==> src/rtl/gmb_pkg.sv <==
// shared constants, types and crc helper for the gripper register bank
package gmb_pkg;

  localparam int CLK_HZ = 100_000_000;
  localparam int CLK_MHZ = CLK_HZ / 1_000_000;
  localparam int BAUD = 115200;
  localparam int BAUD_DIV = CLK_HZ / BAUD;
  // inter-frame silence, fixed figure for rates above 19200 baud
  localparam int GAP_US = 1750;
  localparam int GAP_CYC = GAP_US * CLK_MHZ;

  localparam logic [7:0] SRV_ADDR = 8'h56;
  localparam logic [7:0] FC_READ_IN = 8'h04;
  localparam logic [7:0] FC_WRITE_ONE = 8'h06;
  localparam logic [7:0] RD_BYTES = 8'h02;

  localparam logic [15:0] REG_STATE = 16'h03E8;
  localparam logic [15:0] REG_CURR = 16'h03EB;
  localparam logic [15:0] REG_TEMP = 16'h03EC;
  localparam logic [15:0] REG_CFG = 16'h07D0;
  localparam logic [15:0] REG_CLOSE = 16'h07D4;
  localparam logic [15:0] REG_OPEN = 16'h07D5;
  localparam logic [15:0] CFG_RESET = 16'h0007;
  localparam logic [15:0] RD_QTY = 16'h0001;
  localparam logic [15:0] CRC_INIT = 16'hFFFF;
  localparam logic [15:0] CRC_POLY = 16'hA001;

  localparam logic [3:0] FRAME_LEN = 4'h8;
  localparam logic [3:0] RD_LEN = 4'h5;
  localparam logic [3:0] WR_LEN = 4'h6;

  typedef struct packed {
    logic [7:0] fault_code;
    logic motion_flag;
    logic grip_in_flag;
    logic [1:0] obj_state;
    logic [1:0] op_mode;
    logic goto_request_flag;
    logic enabled_flag;
  } gmb_status_t;

  typedef struct packed {
    logic we;
    logic sel;
    logic [15:0] data;
  } gmb_nv_wr_t;

  function automatic logic [15:0] gmb_crc_byte(input logic [15:0] c, input logic [7:0] b);
    logic [15:0] r;
    r = c ^ {8'h00, b};
    for (int i = 0; i < 8; i++) begin
      r = r[0] ? ((r >> 1) ^ CRC_POLY) : (r >> 1);
    end
    return r;
  endfunction

endpackage

==> src/rtl/gmb_uart.sv <==
// byte serialiser and deserialiser, 8 data bits, no parity, 1 stop bit
`timescale 1ns/10ps
module gmb_uart import gmb_pkg::*; #(
  parameter int DIV = BAUD_DIV
) (
  input wire logic clk_sys,
  input wire logic resetn,
  input wire logic rxd,
  input wire logic tx_valid,
  input wire logic [7:0] tx_data,
  output logic tx_ready,
  output logic txd,
  output logic rx_valid,
  output logic [7:0] rx_data
);

  logic rxd_s1_ff, rxd_s2_ff;
  logic rx_busy_ff, nxt_rx_busy;
  logic [15:0] rx_cnt_ff, nxt_rx_cnt;
  logic [3:0] rx_bit_ff, nxt_rx_bit;
  logic [7:0] rx_sh_ff, nxt_rx_sh;
  logic rx_valid_ff, nxt_rx_valid;
  logic [15:0] tx_cnt_ff, nxt_tx_cnt;
  logic [3:0] tx_bit_ff, nxt_tx_bit;
  logic [9:0] tx_sh_ff, nxt_tx_sh;

  ////////////////////////////////////////////////////////////////////////////
  // receive: start sampled mid-bit, then one sample per bit time
  always_comb begin
    nxt_rx_busy = rx_busy_ff;
    nxt_rx_cnt = rx_cnt_ff;
    nxt_rx_bit = rx_bit_ff;
    nxt_rx_sh = rx_sh_ff;
    nxt_rx_valid = 1'b0;
    if (!rx_busy_ff) begin
      if (!rxd_s2_ff) begin
        nxt_rx_busy = 1'b1;
        nxt_rx_cnt = 16'(DIV / 2);
        nxt_rx_bit = 4'h0;
      end
    end else if (rx_cnt_ff != 16'h0000) begin
      nxt_rx_cnt = rx_cnt_ff - 16'h0001;
    end else begin
      nxt_rx_cnt = 16'(DIV - 1);
      nxt_rx_bit = rx_bit_ff + 4'h1;
      // glitch on idle line is not a start bit
      if (rx_bit_ff == 4'h0 && rxd_s2_ff) begin
        nxt_rx_busy = 1'b0;
      end else if (rx_bit_ff == 4'h9) begin
        nxt_rx_busy = 1'b0;
        nxt_rx_valid = rxd_s2_ff;
      end else if (rx_bit_ff != 4'h0) begin
        nxt_rx_sh = {rxd_s2_ff, rx_sh_ff[7:1]};
      end
    end
  end

  always_ff @(posedge clk_sys or negedge resetn) begin
    if (!resetn) begin
      rxd_s1_ff <= 1'b1;
      rxd_s2_ff <= 1'b1;
      rx_busy_ff <= 1'b0;
      rx_cnt_ff <= 16'h0000;
      rx_bit_ff <= 4'h0;
      rx_sh_ff <= 8'h00;
      rx_valid_ff <= 1'b0;
    end else begin
      rxd_s1_ff <= rxd;
      rxd_s2_ff <= rxd_s1_ff;
      rx_busy_ff <= nxt_rx_busy;
      rx_cnt_ff <= nxt_rx_cnt;
      rx_bit_ff <= nxt_rx_bit;
      rx_sh_ff <= nxt_rx_sh;
      rx_valid_ff <= nxt_rx_valid;
    end
  end

  assign rx_valid = rx_valid_ff;
  assign rx_data = rx_sh_ff;

  ////////////////////////////////////////////////////////////////////////////
  // transmit: idle shifter holds ones so the line rests high
  assign tx_ready = (tx_bit_ff == 4'h0);
  assign txd = tx_sh_ff[0];

  always_comb begin
    nxt_tx_cnt = tx_cnt_ff;
    nxt_tx_bit = tx_bit_ff;
    nxt_tx_sh = tx_sh_ff;
    if (tx_ready) begin
      if (tx_valid) begin
        nxt_tx_sh = {1'b1, tx_data, 1'b0};
        nxt_tx_bit = 4'hA;
        nxt_tx_cnt = 16'(DIV - 1);
      end
    end else if (tx_cnt_ff != 16'h0000) begin
      nxt_tx_cnt = tx_cnt_ff - 16'h0001;
    end else begin
      nxt_tx_sh = {1'b1, tx_sh_ff[9:1]};
      nxt_tx_bit = tx_bit_ff - 4'h1;
      nxt_tx_cnt = 16'(DIV - 1);
    end
  end

  always_ff @(posedge clk_sys or negedge resetn) begin
    if (!resetn) begin
      tx_cnt_ff <= 16'h0000;
      tx_bit_ff <= 4'h0;
      tx_sh_ff <= 10'h3FF;
    end else begin
      tx_cnt_ff <= nxt_tx_cnt;
      tx_bit_ff <= nxt_tx_bit;
      tx_sh_ff <= nxt_tx_sh;
    end
  end
endmodule

==> src/rtl/gmb_regbank.sv <==
// modbus rtu server with status, current, temperature and preset registers
// How it works
// RQ1: register 03E8h reads fault code, motion, object, detection, mode, goto, enabled bits.
// RQ2: a function 04 read of one register answers address, 04, count 2, data msb first, crc.
// RQ3: register 03EBh reads the motor current in tenths of an ampere.
// RQ4: register 03ECh reads sensor A in the upper byte and sensor B in the lower byte.
// RQ5: register 07D4h takes the close preset, twice the distance in millimetres.
// RQ6: register 07D5h takes the open preset, twice the distance in millimetres.
// RQ7: the client doubles a preset and the device halves it back to millimetres.
// RQ8: each preset write goes to non-volatile storage and is reloaded after power-up.
// RQ9: a good function 06 write is answered with an exact copy of the request.
// RQ10: the client selects serial-command mode with 0003h in 07D0h before writing presets.
// RQ11: writing 0007h to 07D0h returns the device to discrete-input mode with the presets.
// RQ12: the link is 115200 baud 8N1, server address 86, functions 04, 06 and 16; the code answers only 04 and 06.
// RQ13: the configuration register starts at 0007h after power-up.
// RQ14: frames with a bad crc or another server address are dropped without reply.
`timescale 1ns/10ps
module gmb_regbank import gmb_pkg::*; #(
  parameter int GAP = GAP_CYC,
  parameter int DIV = BAUD_DIV
) (
  input wire logic CLK_SYS,
  input wire logic RESETN,
  input wire logic RXD,
  output logic TXD,
  output logic TX_EN,
  input wire gmb_status_t STATUS,
  input wire logic [15:0] CURRENT_TENTHS,
  input wire logic [7:0] TEMP_A,
  input wire logic [7:0] TEMP_B,
  input wire logic [15:0] NV_CLOSE_IN,
  input wire logic [15:0] NV_OPEN_IN,
  output gmb_nv_wr_t NV_WR,
  output logic [15:0] CFG_WORD,
  output logic [14:0] CLOSE_MM,
  output logic [14:0] OPEN_MM
);

  typedef enum logic [1:0] {ST_RECV, ST_EVAL, ST_SEND} gmb_state_t;

  gmb_state_t state_ff, nxt_state;
  logic [3:0] idx_ff, nxt_idx;
  logic [3:0] len_ff, nxt_len;
  logic [15:0] crc_ff, nxt_crc;
  logic [31:0] gap_ff, nxt_gap;
  logic [7:0] buf_ff [8];
  logic [7:0] nxt_buf [8];
  logic rx_valid, tx_ready, tx_valid;
  logic [7:0] rx_data, tx_byte;
  logic [15:0] reg_addr, wdata, rd_val;
  logic rd_hit, wr_hit, wr_go;
  logic [15:0] cfg_ff, nxt_cfg, close_ff, nxt_close, open_ff, nxt_open;
  logic loaded_ff, nxt_loaded;
  gmb_nv_wr_t nv_ff, nxt_nv;

  gmb_uart #(.DIV(DIV)) u_uart (
    .clk_sys(CLK_SYS),
    .resetn(RESETN),
    .rxd(RXD),
    .tx_valid(tx_valid),
    .tx_data(tx_byte),
    .tx_ready(tx_ready),
    .txd(TXD),
    .rx_valid(rx_valid),
    .rx_data(rx_data)
  );

  ////////////////////////////////////////////////////////////////////////////
  // request decode
  assign reg_addr = {buf_ff[2], buf_ff[3]};
  assign wdata = {buf_ff[4], buf_ff[5]};
  assign wr_hit = (reg_addr == REG_CFG) || (reg_addr == REG_CLOSE) || (reg_addr == REG_OPEN);

  always_comb begin
    rd_hit = 1'b1;
    case (reg_addr)
      REG_STATE: rd_val = STATUS; // RQ1
      REG_CURR: rd_val = CURRENT_TENTHS; // RQ3
      REG_TEMP: rd_val = {TEMP_A, TEMP_B}; // RQ4
      default: begin
        rd_val = 16'h0000;
        rd_hit = 1'b0;
      end
    endcase
  end

  // crc bytes go out low byte first
  assign tx_byte = (idx_ff < len_ff) ? buf_ff[idx_ff[2:0]] :
                   (idx_ff == len_ff) ? crc_ff[7:0] : crc_ff[15:8];
  // driver stays on until the stop bit of the last byte has left
  assign TX_EN = (state_ff == ST_SEND) || !tx_ready;

  ////////////////////////////////////////////////////////////////////////////
  // frame engine
  always_comb begin
    nxt_state = state_ff;
    nxt_idx = idx_ff;
    nxt_len = len_ff;
    nxt_crc = crc_ff;
    nxt_gap = gap_ff;
    nxt_buf = buf_ff;
    tx_valid = 1'b0;
    wr_go = 1'b0;
    unique case (state_ff)
      ST_RECV: begin
        if (idx_ff == FRAME_LEN) begin
          nxt_state = ST_EVAL;
        end else if (rx_valid) begin
          nxt_buf[idx_ff[2:0]] = rx_data;
          nxt_crc = gmb_crc_byte(crc_ff, rx_data);
          nxt_idx = idx_ff + 4'h1;
          nxt_gap = 32'h0;
        end else if (idx_ff != 4'h0) begin
          nxt_gap = gap_ff + 32'h1;
          // silence ends a short frame, which is thrown away
          if (gap_ff >= 32'(GAP - 1)) begin
            nxt_idx = 4'h0;
            nxt_crc = CRC_INIT;
            nxt_gap = 32'h0;
          end
        end
      end
      ST_EVAL: begin
        nxt_state = ST_RECV;
        nxt_idx = 4'h0;
        nxt_crc = CRC_INIT;
        nxt_gap = 32'h0;
        // residue of zero over data plus crc means the frame is intact
        if (crc_ff == 16'h0000 && buf_ff[0] == SRV_ADDR) begin // RQ14
          if (buf_ff[1] == FC_READ_IN && wdata == RD_QTY && rd_hit) begin
            nxt_buf[2] = RD_BYTES; // RQ2
            nxt_buf[3] = rd_val[15:8]; // RQ2
            nxt_buf[4] = rd_val[7:0];
            nxt_len = RD_LEN;
            nxt_state = ST_SEND;
          end else if (buf_ff[1] == FC_WRITE_ONE && wr_hit) begin
            wr_go = 1'b1;
            nxt_len = WR_LEN; // RQ9
            nxt_state = ST_SEND;
          end
        end
      end
      ST_SEND: begin
        tx_valid = 1'b1;
        if (tx_ready) begin
          if (idx_ff < len_ff) begin
            nxt_crc = gmb_crc_byte(crc_ff, buf_ff[idx_ff[2:0]]);
          end
          nxt_idx = idx_ff + 4'h1;
          if (idx_ff == len_ff + 4'h1) begin
            nxt_state = ST_RECV;
            nxt_idx = 4'h0;
            nxt_crc = CRC_INIT;
          end
        end
      end
    endcase
  end

  always_ff @(posedge CLK_SYS or negedge RESETN) begin
    if (!RESETN) begin
      state_ff <= ST_RECV;
      idx_ff <= 4'h0;
      len_ff <= 4'h0;
      crc_ff <= CRC_INIT;
      gap_ff <= 32'h0;
      for (int i = 0; i < 8; i++) begin
        buf_ff[i] <= 8'h00;
      end
    end else begin
      state_ff <= nxt_state;
      idx_ff <= nxt_idx;
      len_ff <= nxt_len;
      crc_ff <= nxt_crc;
      gap_ff <= nxt_gap;
      buf_ff <= nxt_buf;
    end
  end

  ////////////////////////////////////////////////////////////////////////////
  // configuration and presets
  always_comb begin
    nxt_cfg = cfg_ff;
    nxt_close = close_ff;
    nxt_open = open_ff;
    nxt_loaded = 1'b1;
    nxt_nv = '0;
    // presets from storage, taken on the first edge after reset release
    if (!loaded_ff) begin
      nxt_close = NV_CLOSE_IN; // RQ8
      nxt_open = NV_OPEN_IN; // RQ8
    end
    if (wr_go) begin
      if (reg_addr == REG_CFG) begin
        nxt_cfg = wdata; // RQ11
      end else if (reg_addr == REG_CLOSE) begin
        nxt_close = wdata; // RQ5
        nxt_nv = '{we: 1'b1, sel: 1'b0, data: wdata}; // RQ8
      end else begin
        nxt_open = wdata; // RQ6
        nxt_nv = '{we: 1'b1, sel: 1'b1, data: wdata}; // RQ8
      end
    end
  end

  always_ff @(posedge CLK_SYS or negedge RESETN) begin
    if (!RESETN) begin
      cfg_ff <= CFG_RESET; // RQ13
      close_ff <= 16'h0000;
      open_ff <= 16'h0000;
      loaded_ff <= 1'b0;
      nv_ff <= '0;
    end else begin
      cfg_ff <= nxt_cfg;
      close_ff <= nxt_close;
      open_ff <= nxt_open;
      loaded_ff <= nxt_loaded;
      nv_ff <= nxt_nv;
    end
  end

  assign CFG_WORD = cfg_ff;
  assign NV_WR = nv_ff;
  // odd half-millimetre is truncated toward zero
  assign CLOSE_MM = close_ff[15:1]; // RQ7
  assign OPEN_MM = open_ff[15:1]; // RQ7
endmodule

==> config.mk <==
export PLATFORM = sky130hd
export DESIGN_NAME = gmb_regbank
export DESIGN_NICKNAME = d
export VERILOG_FILES = /design/src/rtl/gmb_pkg.sv /design/src/rtl/gmb_uart.sv /design/src/rtl/gmb_regbank.sv
export SDC_FILE = /design/constraint.sdc
export NUM_CORES = 1
export LEC_CHECK = 0
export ABC_CLOCK_PERIOD_IN_PS = 2950
export BUFFER_PORTS_ARGS = -buffer_cell sky130_fd_sc_hd__buf_4
export CAP_MARGIN = 5
export CORE_MARGIN = 2
export CORE_UTILIZATION = 49
export CTS_CLUSTER_DIAMETER = 80
export DETAILED_ROUTE_END_ITERATION = 8
export GPL_ROUTABILITY_DRIVEN = 0
export PLACE_DENSITY = 0.71
export RECOVER_POWER = 100
export SLEW_MARGIN = 20
export SYNTH_ARGS = -nofsm -noshare
export SYNTH_HDL_FRONTEND = slang
export SYNTH_SLANG_ARGS = --single-unit
==> constraint.sdc <==
create_clock -name CLK_SYS -period 2.95 [get_ports CLK_SYS]
set_input_delay 0.4425 -clock CLK_SYS [delete_from_list [all_inputs] [get_ports CLK_SYS]]
set_output_delay 0.4425 -clock CLK_SYS [all_outputs]
set_load 0.005 [all_outputs]
==> impl_metrics.json, run 1 <==
{
  "status": "finished, violations left",
  "violations": "design-rule violations, max-capacitance violations, max-slew violations",
  "regToRegStartpoint": "buf_ff[43]$_DFFE_PN0P_",
  "hp-class": "input port to flip-flop",
  "root_buffer": "clkbuf_16",
  "ys_ff_latch": 247,
  "clkPwrFrac_pct": 48.7,
  "die_y_um": 167,
  "io_buffers": 146,
  "swShare_pct": 21.4,
  "drc": 19,
  "rows": 59,
  "grt_pass1_wl_um": 56000,
  "grt_pass1_vias": 10600,
  "r2r_slack_ns": 0.04,
  "async_flop_share_pct": 100,
  "area.growth.synth_to_final_pct": 21.0,
  "ff_latch_area_mm2": 0.00622,
  "chipWidth_um": 167,
  "post_drt_wl_per_cell_um": 19.0,
  "maxSlewViolCount": 139,
  "drt_wl_total_um": 34900,
  "finalSetupViolCount": 0,
  "grt_overflow": 0,
  "reg2reg_to": "buf_ff[34]$_DFFE_PN0P_",
  "drtIter0Drc": 874,
  "cts-buffers-inserted": 27,
  "clk_pin_slew_ns": 0.06,
  "ys_types": 72,
  "dp_hpwl_um": 24700,
  "htreeDepth": 1,
  "fmax_mhz": 343,
  "combPwrFrac_pct": 4.0,
  "vias": 10600,
  "hold_violations": 0,
  "ys_top_cells_by_area": "dfrtp_1, dfstp_2, mux2i_1, mux2_2, nand2_1",
  "cts.sinks": 247,
  "synth.largest_area_cell": "dfrtp_1",
  "cts_tree": "yes",
  "crit_type": "flip-flop to flip-flop",
  "max-cap-violations": 2,
  "nets": 1583,
  "p_seq_share_pct": 47.3,
  "endpoint_kind": "flip-flop",
  "ys_seq_area_share_pct": 47.5,
  "antenna_cells": 0,
  "total_power_mw": 7.31,
  "leakagePower_nw": 7.46,
  "syn_area_mm2": 0.0131,
  "endpoint": "buf_ff[34]$_DFFE_PN0P_",
  "antenna_found_initial": 0,
  "synth_edf_count": 0,
  "cp_max_fo": 6,
  "skew_ns": 0.0142,
  "io_pins": 149,
  "via_per_inst": 5.75,
  "synth_ff_type": "dfrtp_1",
  "drt-pass1-iter-count": 8,
  "rsz0062_at_grt": "yes",
  "grtUsageTotal_pct": 24.7,
  "grt_max_degree": 75,
  "synth_most_common_cell": "dfrtp_1",
  "ant_nets": 0,
  "rr_worst_depth": 9,
  "tightest_slew_ns": 1.76,
  "syn_inst": 1294,
  "netlist_top_cells_count": "dfrtp_1, nand2_1, o21ai_0",
  "num-fill-cells": 2183,
  "insertion_delay_ns": 0.55,
  "start_kind": "flip-flop",
  "multi_input_area_mm2": 0.00649,
  "p_per_area_mw_per_mm2": 461,
  "yosysWarningCount": 0,
  "relSlewSlack_pct": -17.4,
  "core_mm2": 0.0261,
  "power_switching_mw": 1.56,
  "hold_ws_ns": 0.189,
  "syn_nets": 1395,
  "dieArea_mm2": 0.0280,
  "startpoint": "buf_ff[43]$_DFFE_PN0P_",
  "post-route-period-util_pct": 98.7,
  "clockBufferDepth": 3,
  "p_int_mw": 5.74,
  "start_util_pct": 50.1,
  "syn_avg_cell_area_um2": 10.1,
  "crit_arrival_ns": 3.38,
  "peakVddDrop_uv": 394,
  "layout-drive-gt1-share_pct": 26.2,
  "layout_min_cycle_time_ns": 2.91,
  "cp.required_ns": 3.42,
  "netlist.area_leader.share_pct": 41.5
}
[how the worst min path moves through the flow]
stage	slack, ns	cells past startpoint	end	start
3_3_place_gp	0.34	1	u_uart.tx_cnt_ff[10]$_DFFE_PN0P_	RESETN
3_5_place_dp	0.34	1	u_uart.tx_cnt_ff[10]$_DFFE_PN0P_	RESETN
2_1_floorplan	0.15	0	CFG_WORD[10]$_DFFE_PN0P_	RESETN
6_report	0.19	3	close_ff[14]$_DFF_PN0_	NV_CLOSE_IN[14]
5_1_grt	0.20	3	open_ff[8]$_DFF_PN0_	NV_OPEN_IN[8]
4_1_cts	0.18	3	close_ff[14]$_DFF_PN0_	NV_CLOSE_IN[14]
[placed cells by master, fill, tap and decap left out, types with 8 or more instances in the layout]
| cell type | instances |
|---|---|
| dfrtp_1 | 216 |
| inv_1 | 24 |
| a31oi_1 | 10 |
| a221oi_1 | 9 |
| a21o_1 | 10 |
| nand3_1 | 26 |
| mux2i_1 | 70 |
| and2_0 | 19 |
| mux2_4 | 21 |
| nor2b_1 | 13 |
| clkbuf_2 | 13 |
| nor2_1 | 76 |
| xnor2_1 | 32 |
| nand2_1 | 166 |
| o211ai_1 | 9 |
| buf_4 | 137 |
| xor2_1 | 16 |
| clkbuf_1 | 24 |
| and3_1 | 14 |
| o21ai_1 | 8 |
| mux2_1 | 12 |
| nor4_1 | 14 |
| nand4_1 | 8 |
| and2_1 | 11 |
| mux2_2 | 61 |
| ha_1 | 18 |
| nor3_1 | 18 |
| clkbuf_16 | 27 |
| nand3b_1 | 9 |
| dfstp_2 | 27 |
| clkbuf_4 | 55 |
| o21ai_0 | 136 |
| a21oi_1 | 60 |
[sequential cells by signal (all words and copies together) (netlist names), 8 cells and up]
name,cells
NV_WR,18
crc_ff,16
buf_ff,64
u_uart.tx_sh_ff,9
close_ff,15
CFG_WORD,16
u_uart.rx_data,8
u_uart.tx_cnt_ff,16
u_uart.rx_cnt_ff,16
open_ff,15
gap_ff,32
[metrics by stage]
stage / std cells / setup WS, ns / utilization (%) / setup TNS (ns) / cell area (um^2)
2_1_floorplan: 1294 / 0.0156 / - / 0 / 13100
3_3_place_gp: 1783 / 0.0585 / 57.5 / 0 / 15000
5_1_grt: 1837 / -0.0581 / 60.6 / -0.347 / 15800
6_report: 1837 / 0.0380 / 60.6 / 0 / 15800
4_1_cts: 1834 / 0.0434 / 61.1 / 0 / 16000
3_5_place_dp: 1783 / 0.0395 / 57.5 / 0 / 15000
[logic make-up (layout without fill, tap and decap cells)]
group / after synthesis / in the layout / share of synthesized area, %
flip-flops: 247 / 247 / 47.5
buffers and inverters: 100 / 308 / 3.06
AND/OR/NAND/NOR: 411 / 411 / 15.3
XOR/XNOR: 53 / 53 / 3.87
adder cells (fa/ha/maj): 18 / 18 / 1.72
multiplexers: 168 / 168 / 14.7
other: 1 / 1 / 0.0286
AO/OA/AOI/OAI: 296 / 296 / 13.8
[area by class of cell]
class	count	area share, %
clock buffer	38	4.84
timing repair buffer	232	10.6
inverter	27	0.647
tap	335	2.64
clock inverter	11	1.03
sequential	247	39.2
multi-input combinational	947	41.0
[critical path: stages (launching register included)]
cell and delay, ns:
dfrtp_1 0.40, nand4bb_1 0.17, or4_1 0.52, or4_4 0.52, clkinv_2 0.07, o21ai_2 0.06
a211o_4 0.39, a31oi_4 0.31, buf_4 0.21, mux2i_1 0.19
[power by group through the flow]
stage                     Clock [mW]  Sequential (mW)  Combinational (mW)
after floorplan                    0             3.52              0.0656
after global placement             0             3.52               0.300
after detailed placement           0             3.52               0.308
after CTS                       3.60             3.46               0.310
after global routing            3.75             3.46               0.323
final                           3.56             3.46               0.291
[layer usage]
layer	track usage, %	vias up	routed length, um
li1	-	4978	-
met1	33.5	5141	14800
met2	41.4	368	16800
met3	4.09	67	2500
met4	6.92	0	841
met5	0	-	0
[timing repair]
action | in CTS | in global routing
pin swaps | 0 | 7
hold endpoints to repair | 33 | 0
gates resized for setup | 1 | 8
endpoints found under the setup margin | 1 | 12
hold buffers | 2 | 0
setup buffers | 0 | 3
(Power assumes the default switching activity.)
==> run 2, diff against run 1 <==
- ABC_CLOCK_PERIOD_IN_PS: 2950 -> 2700
- CTS_BUF_LIST: default -> sky130_fd_sc_hd__clkbuf_8
- HOLD_SLACK_MARGIN: default -> 0.05
- PLACE_DENSITY: 0.71 -> 0.69
- clock period: 2.95 -> 2.7 ns (I/O delays scaled with it)
==> run 2 against run 1 <==
Against the previous run: the run ends with design-rule violations, max-capacitance violations, max-slew violations, negative setup slack left; sequential power rose by 9.2%; core utilization rose by 1.5 points; via count rose by 2.1%; setup slack got worse by 0.15 ns; first-iteration DRC count fell by 28%; critical endpoint is now buf_ff[47]$_DFFE_PN0P_.
==> impl_metrics.json, run 2 (synthesized netlist as in run 1, its figures left out) <==
{
  "grtUsageTotal_pct": 25.0,
  "worstHoldPathCells": 3,
  "htreeDepth": 2,
  "fmax_mhz": 356,
  "p_seq_share_pct": 50.2,
  "via_per_inst": 5.65,
  "cp.required_ns": 3.12,
  "p_int_mw": 5.86,
  "io_pins": 149,
  "hold_ws_ns": 0.160,
  "crit_arrival_ns": 3.23,
  "cts-buffers-inserted": 42,
  "placedCellCount": 1822,
  "clockBufferDepth": 3,
  "rows": 59,
  "post-route-period-util_pct": 104,
  "layout_min_cycle_time_ns": 2.81,
  "io_buffers": 146,
  "layout_commonest_cell": "dfrtp_1",
  "grt_pass1_vias": 10600,
  "clk_pin_slew_ns": 0.06,
  "status": "finished, violations left",
  "largest_register": "buf_ff",
  "final-instance-count-excl-fill": 1907,
  "whs_endpoint": "open_ff[14]$_DFF_PN0_",
  "post-place-ws_ns": -0.267,
  "core_mm2": 0.0261,
  "drt-pass1-iter-count": 8,
  "p_per_area_mw_per_mm2": 464,
  "path_buf_inv": 2,
  "post_drt_wl_per_cell_um": 18.4,
  "worstHoldStart": "NV_OPEN_IN[14]",
  "ant_nets": 0,
  "crit_top_cell": "or4_4",
  "skew_ns": 0.0146,
  "slowest_stage": "or4_4",
  "drc": 19,
  "root_buffer": "clkbuf_8",
  "rr_worst_depth": 9,
  "layout_common_cells": "dfrtp_1, buf_4, nand2_1, o21ai_0, nor2_1",
  "cts.sinks": 247,
  "r2r_slack_ns": -0.11,
  "grt_overflow": 0,
  "power_switching_mw": 1.68,
  "start_kind": "flip-flop",
  "finalSetupViolCount": 24,
  "antenna_cells": 0,
  "start_util_pct": 50.1,
  "area.growth.synth_to_final_pct": 24.0,
  "endpoint_kind": "flip-flop",
  "largest_reg_flops": 64,
  "clkPwrFrac_pct": 45.6,
  "swShare_pct": 22.2,
  "relSlewSlack_pct": -10.7,
  "hp-class": "input port to flip-flop",
  "drtIter0Drc": 630,
  "cts_tree": "yes",
  "max_stage_delay_ns": 0.52,
  "tightest_slew_ns": 1.66,
  "insertion_delay_ns": 0.55,
  "fin_util_pct": 62.1,
  "worstPathCellList": "nand3b_1, or4_4, or4_4, clkinv_4, o21ai_2, a211o_4, a31oi_4, buf_12, mux2_4",
  "total_power_mw": 7.53,
  "multi_input_area_mm2": 0.00655,
  "maxSlewViolCount": 66,
  "antenna_found_initial": 0,
  "cp_top_family": "simple AND/OR/NAND/NOR gates",
  "drt_wl_total_um": 35100,
  "dp_hpwl_um": 25200,
  "crit_type": "flip-flop to flip-flop",
  "ff_latch_area_mm2": 0.00622,
  "cp_max_fo": 6,
  "grt_pass1_wl_um": 56100,
  "hold_violations": 0,
  "die_y_um": 167,
  "reg2reg_to": "buf_ff[47]$_DFFE_PN0P_",
  "grt_max_degree": 71,
  "peakVddDrop_uv": 452,
  "regToRegStartpoint": "buf_ff[44]$_DFFE_PN0P_",
  "num-fill-cells": 2235,
  "violations": "design-rule violations, max-capacitance violations, max-slew violations, negative setup slack",
  "max-cap-violations": 1,
  "rsz0062_at_grt": "yes",
  "nets": 1644,
  "combPwrFrac_pct": 4.2,
  "dieArea_mm2": 0.0280,
  "chipWidth_um": 167,
  "finalWorstSetupSlack_ns": -0.110,
  "layout-drive-gt1-share_pct": 29.8,
  "vias": 10800,
  "leakagePower_nw": 7.79
}
-- run 2: cell count changes in the layout (fill, tap and decap cells not counted), moves of 4 or more --
cell,delta
clkbuf_4,+5
o21ai_1,+16
clkbuf_8,+50
inv_1,+10
buf_4,+41
clkbuf_1,-7
o21ai_0,-16
clkbuf_16,-27
buf_12,+5
clkbuf_2,-4
-- run 2: layout make-up --
| type | count | share of cell area (%) |
|---|---|---|
| multi-input cells | 947 | 40.3 |
| flip-flops and latches | 247 | 38.3 |
| repair buffers | 278 | 12.8 |
| clock buffers | 56 | 4.75 |
| well taps | 335 | 2.58 |
| inverters | 27 | 0.655 |
| clock inverters | 17 | 0.601 |
-- run 2: worst min-delay path, cell delays in order --
cell and delay (ns):
buf_4 0.08, mux2i_1 0.05, o21ai_0 0.13
-- run 2: worst max path at each step --
stage | startpoint | to | slack [ns] | cells after the start
global route | buf_ff[44]$_DFFE_PN0P_ | buf_ff[44]$_DFFE_PN0P_ | -0.17 | 9
CTS | buf_ff[45]$_DFFE_PN0P_ | buf_ff[28]$_DFFE_PN0P_ | -0.1 | 9
detailed placement | idx_ff[0]$_DFFE_PN0P_ | crc_ff[0]$_DFFE_PN1P_ | -0.27 | 8
floorplan | buf_ff[44]$_DFFE_PN0P_ | buf_ff[24]$_DFFE_PN0P_ | -0.19 | 9
finish | buf_ff[44]$_DFFE_PN0P_ | buf_ff[47]$_DFFE_PN0P_ | -0.11 | 9
global placement | idx_ff[0]$_DFFE_PN0P_ | crc_ff[0]$_DFFE_PN1P_ | -0.23 | 8
-- run 2: power groups by stage --
stage	Combinational [mW]	Clock, mW	Sequential [mW]
finish	0.318	3.44	3.78
global route	0.352	3.67	3.78
CTS	0.340	3.52	3.78
detailed placement	0.338	0	3.85
global placement	0.331	0	3.84
floorplan	0.0717	0	3.85
-- run 2: what timing repair did --
item,4_1_cts,5_1_grt
setup endpoints to repair,29,82
gates resized for setup,4,14
pin swaps,6,5
hold buffers,2,0
endpoints found under the hold margin,52,0
setup buffers,8,2
-- run 2: stage by stage --
stage | setup TNS, ns | area (um^2)
6_report | -2.10 | 16200
5_1_grt | -12.48 | 16200
4_1_cts | -1.78 | 16400
3_5_place_dp | -2.59 | 15400
3_3_place_gp | -1.51 | 15400
2_1_floorplan | -3.96 | 13100
-- run 2: layer usage --
layer	GRT usage [%]	wire length [um]	share of wire (%)
met2	40.5	16300	46
met1	33.3	15200	43
met4	9.00	1120	3.2
met3	5.58	2510	7.1
met5	0	0	0
